**src/rtl/dero_pkg.sv**
```systemverilog
// Constants shared by the device error-objects register bank.
// ---------------------------------------------------------------------------
// Behaviour
// - A fault category that is present sets its error-flag bit.
// - The flag bit clears by itself once its fault has gone.
// - Flag bits: general, current, voltage, temp, link, profile, zero, vendor.
// - Every recorded fault also stores a 32-bit code in the history stack.
// - Device kind word bits 23..16: 2 brushless, 4 stepper, 6 both.
// - Device kind word bits 15..0 read the drive profile number 0192 hex.
// - The history stack holds at most eight entries.
// - Host writes to read-only objects leave them unchanged.
// - At start-up every object takes its preset; flags and count are zero.
// - New fault enters entry 1, entries 1..7 move down, oldest is dropped.
// - Host writing zero to the entry count clears the history count.
// - Reading a stack entry while the stack is empty answers abort 08000024.
// - Entry: number in 31..24, class in 23..16, code in 15..0.
// ---------------------------------------------------------------------------
package dero_pkg;

  // -------------------------------------------------------------------------
  // Bus and register map (word indices; byte address is four times these)
  // -------------------------------------------------------------------------
  localparam int          ADDR_W       = 16;
  localparam int          IDX_W        = 14;
  localparam logic [13:0] IDX_KIND     = 14'h1000;
  localparam logic [13:0] IDX_FLAGS    = 14'h1001;
  localparam logic [13:0] IDX_COUNT    = 14'h1003;
  localparam logic [13:0] IDX_ENTRY    = 14'h1100; // Entries 1..8 follow
  localparam logic [13:0] IDX_IRQ_STAT = 14'h1200;
  localparam logic [13:0] IDX_IRQ_CLR  = 14'h1201;
  localparam logic [13:0] IDX_IRQ_EN   = 14'h1202;

  // -------------------------------------------------------------------------
  // AXI4-Lite responses
  // -------------------------------------------------------------------------
  localparam logic [1:0] RESP_OKAY   = 2'h0;
  localparam logic [1:0] RESP_SLVERR = 2'h2;
  localparam logic [1:0] RESP_DECERR = 2'h3;

  // -------------------------------------------------------------------------
  // Device kind word fields
  // -------------------------------------------------------------------------
  localparam logic [7:0]  MOTOR_BLDC     = 8'h02;
  localparam logic [7:0]  MOTOR_STEPPER  = 8'h04;
  localparam logic [7:0]  MOTOR_BOTH     = 8'h06;
  localparam logic [15:0] DRIVE_PROFILE  = 16'h0192;
  localparam int          KIND_MOTOR_LSB = 16;
  localparam int          KIND_DRIVE_PROFILE_FAULT_FLAG_LSB  = 0;

  // -------------------------------------------------------------------------
  // Fault category flag positions
  // -------------------------------------------------------------------------
  localparam int         FLAG_W                = 8;
  localparam int         general_fault_flag    = 0;
  localparam int         overcurrent_flag      = 1;
  localparam int         supply_fault_flag     = 2;
  localparam int         thermal_fault_flag    = 3;
  localparam int         link_fault_flag       = 4;
  localparam int         drive_profile_fault_flag = 5;
  localparam int         unused_zero_bit       = 6;
  localparam int         vendor_fault_flag     = 7;
  localparam logic [7:0] FLAG_USED_MASK        = 8'hbf;
  localparam logic [7:0] FLAGS_RST             = 8'h00;

  // -------------------------------------------------------------------------
  // History stack
  // -------------------------------------------------------------------------
  localparam int          STACK_DEPTH   = 8;
  localparam int          COUNT_W       = 8;
  localparam logic [7:0]  COUNT_RST     = 8'h00;
  localparam logic [31:0] ENTRY_RST     = 32'h00000000;
  localparam int          ENT_NUM_LSB   = 24;
  localparam int          ENT_CLASS_LSB = 16;
  localparam int          ENT_CODE_LSB  = 0;
  localparam logic [31:0] ABORT_EMPTY   = 32'h08000024;

  // -------------------------------------------------------------------------
  // Interrupt status bits
  // -------------------------------------------------------------------------
  localparam int        IRQ_W      = 2;
  localparam int        IRQ_RECORD = 0; // A fault was pushed on the stack
  localparam int        IRQ_RAISE  = 1; // A category flag went high
  localparam logic [1:0] IRQ_RST   = 2'h0;

endpackage : dero_pkg

```
**src/rtl/dero_sync.sv**
```systemverilog
// Two-stage synchroniser for the live fault condition pins.
`timescale 1ns/100ps
`default_nettype none

module dero_sync #(
  parameter int W = 8
) (
  input  wire logic         aclk,
  input  wire logic         aresetn,
  input  wire logic [W-1:0] d,
  output logic      [W-1:0] q
);

  typedef struct packed {
    logic [W-1:0] s1;
    logic [W-1:0] s2;
  } dero_sync_t;

  dero_sync_t r_q;
  dero_sync_t r_d;

  // First stage feeds only the second stage
  always_comb begin
    r_d    = r_q;
    r_d.s1 = d;
    r_d.s2 = r_q.s1;
  end

  // Synchronous reset clears both stages
  always_ff @(posedge aclk) begin
    if (!aresetn) begin
      r_q <= '0;
    end else begin
      r_q <= r_d;
    end
  end

  assign q = r_q.s2;

endmodule : dero_sync
`default_nettype wire

```
**src/rtl/dero_stack.sv**
```systemverilog
// Fault history stack: newest entry first, saturating entry count.
`timescale 1ns/100ps
`default_nettype none

module dero_stack
  import dero_pkg::*;
#(
  parameter int DEPTH = dero_pkg::STACK_DEPTH
) (
  input  wire logic                         aclk,
  input  wire logic                         aresetn,
  input  wire logic                         push,
  input  wire logic [31:0]                  code,
  input  wire logic                         clr,
  output logic      [dero_pkg::COUNT_W-1:0] count,
  output logic      [DEPTH-1:0][31:0]       entries
);

  typedef struct packed {
    logic [COUNT_W-1:0]     cnt;
    logic [DEPTH-1:0][31:0] ent;
  } dero_stack_t;

  localparam logic [COUNT_W-1:0] CNT_MAX = COUNT_W'(DEPTH);

  dero_stack_t r_q;
  dero_stack_t r_d;

  // Clear restarts the count; a push in the same cycle still counts
  always_comb begin
    r_d = r_q;
    if (clr) begin
      r_d.cnt = COUNT_RST;
    end
    if (push) begin
      for (int i = DEPTH - 1; i > 0; i--) begin
        r_d.ent[i] = r_q.ent[i-1];
      end
      r_d.ent[0] = code;
      if (r_d.cnt < CNT_MAX) begin
        r_d.cnt = r_d.cnt + 1'b1;
      end
    end
  end

  always_ff @(posedge aclk) begin
    if (!aresetn) begin
      r_q.cnt <= COUNT_RST;
      r_q.ent <= {DEPTH{ENTRY_RST}};
    end else begin
      r_q <= r_d;
    end
  end

  assign count   = r_q.cnt;
  assign entries = r_q.ent;

  a_push_shift: assert property (@(posedge aclk) disable iff (!aresetn)
    push |=> (r_q.ent[0] == $past(code)) && (r_q.ent[1] == $past(r_q.ent[0])))
    else $error("stack push did not shift entries");

  a_count_cap: assert property (@(posedge aclk) disable iff (!aresetn)
    r_q.cnt <= CNT_MAX)
    else $error("stack count above depth");

  a_count_sat: assert property (@(posedge aclk) disable iff (!aresetn)
    (push && !clr && r_q.cnt == CNT_MAX) |=> r_q.cnt == CNT_MAX)
    else $error("saturated count moved");

endmodule : dero_stack
`default_nettype wire

```
**src/rtl/dero_regs.sv**
```systemverilog
// Device error objects: kind word, fault flags, history stack, AXI4-Lite.
//
// Added by the designer: the AXI4-Lite register port.
`timescale 1ns/100ps
`default_nettype none

module dero_regs
  import dero_pkg::*;
#(
  parameter logic [7:0] MOTOR_KIND = dero_pkg::MOTOR_STEPPER
) (
  input  wire logic                        aclk,
  input  wire logic                        aresetn,
  // Live fault conditions, asynchronous
  input  wire logic [dero_pkg::FLAG_W-1:0] fault_live,
  // Fault record from local logic, same clock
  input  wire logic                        rec_valid,
  input  wire logic [7:0]                  rec_number,
  input  wire logic [7:0]                  rec_class,
  input  wire logic [15:0]                 rec_code,
  // AXI4-Lite slave
  input  wire logic [dero_pkg::ADDR_W-1:0] s_axi_awaddr,
  input  wire logic                        s_axi_awvalid,
  output logic                             s_axi_awready,
  input  wire logic [31:0]                 s_axi_wdata,
  input  wire logic [3:0]                  s_axi_wstrb,
  input  wire logic                        s_axi_wvalid,
  output logic                             s_axi_wready,
  output logic      [1:0]                  s_axi_bresp,
  output logic                             s_axi_bvalid,
  input  wire logic                        s_axi_bready,
  input  wire logic [dero_pkg::ADDR_W-1:0] s_axi_araddr,
  input  wire logic                        s_axi_arvalid,
  output logic                             s_axi_arready,
  output logic      [31:0]                 s_axi_rdata,
  output logic      [1:0]                  s_axi_rresp,
  output logic                             s_axi_rvalid,
  input  wire logic                        s_axi_rready,
  output logic                             irq
);

  // -------------------------------------------------------------------------
  // State
  // -------------------------------------------------------------------------
  typedef struct packed {
    logic              aw_rdy;
    logic              w_rdy;
    logic              aw_have;
    logic              w_have;
    logic [IDX_W-1:0]  aw_idx;
    logic [31:0]       wdata;
    logic              wstb0;
    logic              bvalid;
    logic [1:0]        bresp;
    logic              ar_rdy;
    logic              rvalid;
    logic [31:0]       rdata;
    logic [1:0]        rresp;
    logic [FLAG_W-1:0] flags;
    logic [IRQ_W-1:0]  stat;
    logic [IRQ_W-1:0]  en;
    logic              irq;
  } dero_regs_t;

  // Fixed identification word; motor kind is a build choice
  localparam logic [31:0] KIND_WORD =
    (32'(MOTOR_KIND) << KIND_MOTOR_LSB) |
    (32'(DRIVE_PROFILE) << KIND_DRIVE_PROFILE_FAULT_FLAG_LSB);

  dero_regs_t                   r_q;
  dero_regs_t                   r_d;
  logic [FLAG_W-1:0]            live_s;
  logic [COUNT_W-1:0]           count;
  logic [STACK_DEPTH-1:0][31:0] entries;
  logic [31:0]                  rec_word;
  logic                         wr_go;
  logic                         cnt_clr;
  logic [IDX_W-1:0]             ar_idx;
  logic                         ar_go;

  // -------------------------------------------------------------------------
  // Sub-blocks
  // -------------------------------------------------------------------------

  // Pins change at any time, so they pass two flops before use
  dero_sync #(
    .W (FLAG_W)
  ) u_sync (
    .aclk    (aclk),
    .aresetn (aresetn),
    .d       (fault_live),
    .q       (live_s)
  );

  // Entry layout: number, class, code
  assign rec_word = (32'(rec_number) << ENT_NUM_LSB) |
                    (32'(rec_class) << ENT_CLASS_LSB) |
                    (32'(rec_code) << ENT_CODE_LSB);

  dero_stack #(
    .DEPTH (STACK_DEPTH)
  ) u_stack (
    .aclk    (aclk),
    .aresetn (aresetn),
    .push    (rec_valid),
    .code    (rec_word),
    .clr     (cnt_clr),
    .count   (count),
    .entries (entries)
  );

  // -------------------------------------------------------------------------
  // Bus decode helpers
  // -------------------------------------------------------------------------

  // Write runs once both halves are in and no response is pending
  assign wr_go  = r_q.aw_have & r_q.w_have & ~r_q.bvalid;
  assign ar_idx = s_axi_araddr[IDX_W+1:2];
  assign ar_go  = s_axi_arvalid & r_q.ar_rdy;
  // Only zero is accepted for the count; other values are dropped
  assign cnt_clr = wr_go && (r_q.aw_idx == IDX_COUNT) && r_q.wstb0 &&
                   (r_q.wdata[7:0] == 8'h00);

  // -------------------------------------------------------------------------
  // Next state
  // -------------------------------------------------------------------------
  always_comb begin
    r_d = r_q;

    // Live fault categories; the unused bit is forced low
    r_d.flags = live_s & FLAG_USED_MASK;

    // Write address and data are taken in either order
    if (s_axi_awvalid && r_q.aw_rdy) begin
      r_d.aw_have = 1'b1;
      r_d.aw_idx  = s_axi_awaddr[IDX_W+1:2];
    end
    if (s_axi_wvalid && r_q.w_rdy) begin
      r_d.w_have = 1'b1;
      r_d.wdata  = s_axi_wdata;
      r_d.wstb0  = s_axi_wstrb[0];
    end
    if (s_axi_bvalid && s_axi_bready) begin
      r_d.bvalid = 1'b0;
    end

    // Perform the write; read-only objects accept and ignore it
    if (wr_go) begin
      r_d.aw_have = 1'b0;
      r_d.w_have  = 1'b0;
      r_d.bvalid  = 1'b1;
      r_d.bresp   = RESP_OKAY;
      case (r_q.aw_idx)
        IDX_KIND, IDX_FLAGS, IDX_COUNT, IDX_IRQ_STAT: begin
          r_d.bresp = RESP_OKAY;
        end
        IDX_IRQ_CLR: begin
          if (r_q.wstb0) begin
            r_d.stat = r_q.stat & ~r_q.wdata[IRQ_W-1:0];
          end
        end
        IDX_IRQ_EN: begin
          if (r_q.wstb0) begin
            r_d.en = r_q.wdata[IRQ_W-1:0];
          end
        end
        default: begin
          if (r_q.aw_idx[IDX_W-1:3] != IDX_ENTRY[IDX_W-1:3]) begin
            r_d.bresp = RESP_DECERR;
          end
        end
      endcase
    end
    r_d.aw_rdy = ~r_d.aw_have & ~r_d.bvalid;
    r_d.w_rdy  = ~r_d.w_have & ~r_d.bvalid;

    // Events win over a clear in the same cycle
    if (rec_valid) begin
      r_d.stat[IRQ_RECORD] = 1'b1;
    end
    if (|(r_d.flags & ~r_q.flags)) begin
      r_d.stat[IRQ_RAISE] = 1'b1;
    end
    r_d.irq = |(r_d.stat & r_d.en);

    // Read: answer one cycle after the address is taken
    if (s_axi_rvalid && s_axi_rready) begin
      r_d.rvalid = 1'b0;
      r_d.ar_rdy = 1'b1;
    end
    if (ar_go) begin
      r_d.ar_rdy = 1'b0;
      r_d.rvalid = 1'b1;
      r_d.rresp  = RESP_OKAY;
      r_d.rdata  = 32'h00000000;
      case (ar_idx)
        IDX_KIND: begin
          r_d.rdata = KIND_WORD;
        end
        IDX_FLAGS: begin
          r_d.rdata = 32'(r_q.flags);
        end
        IDX_COUNT: begin
          r_d.rdata = 32'(count);
        end
        IDX_IRQ_STAT: begin
          r_d.rdata = 32'(r_q.stat);
        end
        IDX_IRQ_CLR: begin
          r_d.rdata = 32'h00000000;
        end
        IDX_IRQ_EN: begin
          r_d.rdata = 32'(r_q.en);
        end
        default: begin
          if (ar_idx[IDX_W-1:3] != IDX_ENTRY[IDX_W-1:3]) begin
            r_d.rresp = RESP_DECERR;
          end else if (count == COUNT_RST) begin
            r_d.rresp = RESP_SLVERR;
            r_d.rdata = ABORT_EMPTY;
          end else begin
            r_d.rdata = entries[ar_idx[2:0]];
          end
        end
      endcase
    end
  end

  // -------------------------------------------------------------------------
  // Registers
  // -------------------------------------------------------------------------

  // Presets put the bank in a known safe state
  always_ff @(posedge aclk) begin
    if (!aresetn) begin
      r_q        <= '0;
      r_q.flags  <= FLAGS_RST;
      r_q.stat   <= IRQ_RST;
      r_q.en     <= IRQ_RST;
      r_q.aw_rdy <= 1'b1;
      r_q.w_rdy  <= 1'b1;
      r_q.ar_rdy <= 1'b1;
    end else begin
      r_q <= r_d;
    end
  end

  // -------------------------------------------------------------------------
  // Outputs, all from flops
  // -------------------------------------------------------------------------
  assign s_axi_awready = r_q.aw_rdy;
  assign s_axi_wready  = r_q.w_rdy;
  assign s_axi_bvalid  = r_q.bvalid;
  assign s_axi_bresp   = r_q.bresp;
  assign s_axi_arready = r_q.ar_rdy;
  assign s_axi_rvalid  = r_q.rvalid;
  assign s_axi_rdata   = r_q.rdata;
  assign s_axi_rresp   = r_q.rresp;
  assign irq           = r_q.irq;

  // -------------------------------------------------------------------------
  // Checks
  // -------------------------------------------------------------------------
  a_flag_set: assert property (@(posedge aclk) disable iff (!aresetn)
    (|(live_s & ~r_q.flags & FLAG_USED_MASK)) |=>
      ((r_q.flags & $past(live_s) & FLAG_USED_MASK) ==
       ($past(live_s) & FLAG_USED_MASK)))
    else $error("present fault did not set its flag");

  a_flag_clear: assert property (@(posedge aclk) disable iff (!aresetn)
    (|(r_q.flags & ~live_s)) |=> ((r_q.flags & ~$past(live_s)) == 8'h00))
    else $error("flag stayed set after fault went");

  a_zero_bit: assert property (@(posedge aclk) disable iff (!aresetn)
    r_q.flags[unused_zero_bit] == 1'b0)
    else $error("unused flag bit set");

  a_kind_read: assert property (@(posedge aclk) disable iff (!aresetn)
    (ar_go && ar_idx == IDX_KIND) |=>
      (s_axi_rvalid && s_axi_rdata[31:16] == 16'(MOTOR_KIND) &&
       s_axi_rdata[15:0] == DRIVE_PROFILE))
    else $error("kind word read wrong");

  a_empty_abort: assert property (@(posedge aclk) disable iff (!aresetn)
    (ar_go && ar_idx[IDX_W-1:3] == IDX_ENTRY[IDX_W-1:3] &&
     count == COUNT_RST) |=>
      (s_axi_rresp == RESP_SLVERR && s_axi_rdata == ABORT_EMPTY))
    else $error("empty stack read not refused");

  a_count_clear: assert property (@(posedge aclk) disable iff (!aresetn)
    (cnt_clr && !rec_valid) |=> count == COUNT_RST)
    else $error("count not cleared by zero write");

  a_ro_entry: assert property (@(posedge aclk) disable iff (!aresetn)
    (wr_go && !rec_valid) |=> $stable(entries))
    else $error("bus write altered a stack entry");

  a_reset_preset: assert property (@(posedge aclk)
    !aresetn |=> (count == COUNT_RST && r_q.flags == FLAGS_RST && !irq))
    else $error("preset values missing after reset");

  a_write_resp: assert property (@(posedge aclk) disable iff (!aresetn)
    wr_go |=> s_axi_bvalid ##0 (!s_axi_awready && !s_axi_wready))
    else $error("write response late");

endmodule : dero_regs
`default_nettype wire

```
**config.mk**
```make
export PLATFORM = sky130hd
export DESIGN_NAME = dero_regs
export DESIGN_NICKNAME = d
export VERILOG_FILES = /design/src/rtl/dero_pkg.sv /design/src/rtl/dero_sync.sv /design/src/rtl/dero_stack.sv /design/src/rtl/dero_regs.sv
export SDC_FILE = /design/constraint.sdc
export NUM_CORES = 1
export LEC_CHECK = 0
export BUFFER_PORTS_ARGS = -buffer_cell sky130_fd_sc_hd__buf_2
export CAP_MARGIN = 20
export CORE_ASPECT_RATIO = 2
export CORE_MARGIN = 2
export CORE_UTILIZATION = 60
export CTS_CLUSTER_SIZE = 12
export DETAILED_ROUTE_END_ITERATION = 8
export PLACE_DENSITY = 0.81
export SYNTH_ARGS = -nofsm -noshare
export SYNTH_HDL_FRONTEND = slang
export SYNTH_SLANG_ARGS = --single-unit
```
**constraint.sdc**
```tcl
create_clock -name aclk -period 4.8 [get_ports aclk]
set_clock_uncertainty 0.05 [all_clocks]
set_input_delay 0.24 -clock aclk [delete_from_list [all_inputs] [get_ports aclk]]
set_output_delay 0.24 -clock aclk [all_outputs]
set_load 0.05 [all_outputs]
```
==> impl_metrics.toml <==
[worst_setup_path]
endpoint_kind = "flip-flop"
crit_fanout = 13
cp-start-kind = "flip-flop"
arrival_ps = 3320
required_ps = 5170
critPathKind = "flip-flop to flip-flop"
worst-r2r-setup-slack_ps = 1850

[drt]
wire_per_inst_um = 16.43
drc = 0
vias_per_cell = 5.629
ant_nets = 0
first_iter_violations = 658
vias = 10530
wl_mm = 30.72
drt_pass1_iterations = 5

[layout]
ff_latch_area_um2 = 7107
final_common_cell = "dfxtp_1"
areaGrowthSynthToFinish_pct = 13.97
diodes = 0
mostFrequentLayoutCells = "dfxtp_1, nor2_1, mux2i_1"
drive_gt1_share_pct = 17.56
utilization_pct = 69.55
fin_cells = 1870
nNetsFinal = 1651
multi_input_area_um2 = 7064
n_fill_cell = 1819

[global_routing]
grt_pass1_wl_mm = 50.57
grt_max_degree = 170
grt.overflow.total = 0
grtUsageMet3_pct = 2.967
grt_pass1_vias = 10620
grtUsageMet2_pct = 43.63
grt_use_total_pct = 23.66
grt_busiest_layer = "met2"
use_met1_pct = 26.39
antenna_found_initial = 0

[power]
pwr-share-clk_pct = 40.1
p_per_area_nw_per_um2 = 352.8
swShare_pct = 22.93
p_int_w = 0.004619
combinationalPowerShare_pct = 8.7
p_sw_w = 0.001375
irDropWorstVdd_uv = 323.5
leakagePower_nw = 7.313
pwr-share-seq_pct = 51.2

[synthesis]
synth_edf_count = 0
synth_nets = 1555
synth_cell_types = 59
synthArstFlopShare_pct = 0
seq_area_frac_synth_pct = 47.68
syn_avg_cell_area_um2 = 10.37
ys.flop_type = "dfxtp_1"
ys_warn_count = 0
syn_inst = 1438
syn_area_um2 = 14910
synth_seq_cells = 355

[cts]
cts_tree = "done"
clock_path_buffers = 3
insertion_delay_ps = 510
postCtsSetupBuffers = 0
clock-sinks = 355
clkTransAtPathRegs_ps = 60
cts-root-buf = "clkbuf_16"
cts-buffers-inserted = 35
htree_levels = 2

[worst_hold_path]
hp-class = "input port to flip-flop"

[floorplanning]
die_w_um = 115.5
num_rows = 81
die-height_um = 226.9
start_util_pct = 61.03
die_area_um2 = 26200
core_um2 = 24420
ios = 158

[placement]
portBuffers = 125
gp_congestion = 0.8408
dp_cells = 1765
dp_hpwl_mm = 18.72

[sta]
hold_viol_final = 0
max_clock_freq_mhz = 339.2
finalCritPeriodShare_pct = 61.43
holdWs_ps = 140.6
tightest_slew_ps = 1051
slew_headroom_pct = 29.76
tns_ps = 0
setup_viol = 0
fin_crit_ps = 2948
rsz0062_at_grt = "no"
finalMaxSlewViolations = 0

[job]
cap_violations = 0

[status]
status = "finished clean"
[worst paths after layout]
kind,startpoint,endpoint,depth (start not counted)
max,s_axi_bvalid,u_stack.count[1],8
min,s_axi_araddr[11],s_axi_rdata[4],3
max reg2reg,s_axi_bvalid,u_stack.count[1],8
min reg2reg,u_sync.r_d[7],u_sync.q[7],1
[metal layers]
| metal | share of wire [%] | vias to the layer above |
|---|---|---|
| met4 | 4.2 | 0 |
| met1 | 39 | 5049 |
| met3 | 3.6 | 84 |
| li1 | - | 5134 |
| met2 | 53 | 260 |
| met5 | 0 | - |
[critical path, cell delays in order (launching register included)]
cell and delay [ps]:
dfxtp_1 340, nand3b_1 220, nor4b_1 700, nand4_1 600
and2_1 360, ha_1 270, nand2_1 50, a21o_1 170
a21oi_1 100
[power groups by stage]
stage / registers [W] / logic (W) / clock network (W)
2_1_floorplan: 0.00313 / 0.000364 / 0
3_3_place_gp: 0.00313 / 0.000470 / 0
3_5_place_dp: 0.00313 / 0.000478 / 0
4_1_cts: 0.00307 / 0.000521 / 0.00246
5_1_grt: 0.00307 / 0.000564 / 0.00257
6_report: 0.00307 / 0.000521 / 0.00241
[final cells by class]
class                      count  area share (%)
sequential                   355           41.84
clock buffer                  41           5.598
inverter                      11          0.2873
tap                          332           2.445
multi-input combinational    931           41.59
timing repair buffer         200           8.249
[flip-flops by register name (all words and copies together) (netlist names), 2 cells and up]
register	flops
s_axi_rdata	32
u_sync.q	7
u_stack.count	8
u_sync.r_d	7
u_stack.entries	256
r_q	36
s_axi_rresp	2
[timing repair]
action / in CTS / in global routing
setup endpoints to repair: 0 / 0
gates resized for setup: 0 / 0
endpoints found under the hold margin: 65 / 0
hold buffers: 64 / 0
[cell usage after synthesis, types with 3 or more instances]
| master | count | share of area, % |
|---|---|---|
| buf_2 | 24 | 0.81 |
| o22ai_1 | 6 | 0.25 |
| a32oi_1 | 3 | 0.18 |
| nand2b_1 | 11 | 0.46 |
| and2_1 | 25 | 1.0 |
| a31oi_1 | 7 | 0.29 |
| buf_1 | 21 | 0.53 |
| and3_1 | 7 | 0.29 |
| mux4_2 | 56 | 8.5 |
| mux2i_1 | 272 | 18 |
| nor2_1 | 299 | 7.5 |
| clkbuf_1 | 59 | 1.5 |
| dfxtp_1 | 355 | 48 |
| nor4_1 | 4 | 0.17 |
| nand3_1 | 4 | 0.13 |
| inv_1 | 11 | 0.28 |
| nand4_1 | 5 | 0.21 |
| nor3_1 | 11 | 0.37 |
| a21oi_1 | 42 | 1.4 |
| or3_1 | 3 | 0.13 |
| buf_4 | 37 | 1.9 |
| a22oi_1 | 23 | 1.2 |
| o21ai_0 | 14 | 0.47 |
| mux2_2 | 30 | 2.3 |
| nor3b_1 | 3 | 0.15 |
| nand2_1 | 63 | 1.6 |
[metrics by stage]
stage	setup WS (ps)	power, W	instance area, µm²
2_1_floorplan	2367	0.003490	14910
3_3_place_gp	2047	0.003596	15400
3_5_place_dp	1979	0.003608	15400
4_1_cts	1966	0.006044	16990
5_1_grt	1591	0.006210	16990
6_report	1852	0.005994	16990
[cell families after synthesis]
logic type	share of synthesized area (%)
AND/OR/NAND/NOR	12.94
multiplexers	28.99
flip-flops	47.68
buffers and inverters	4.961
AO/OA/AOI/OAI	5.280
XOR/XNOR	0.05877
adder cells (fa/ha/maj)	0.08393
Note: power is estimated with default switching activity, not from simulation.
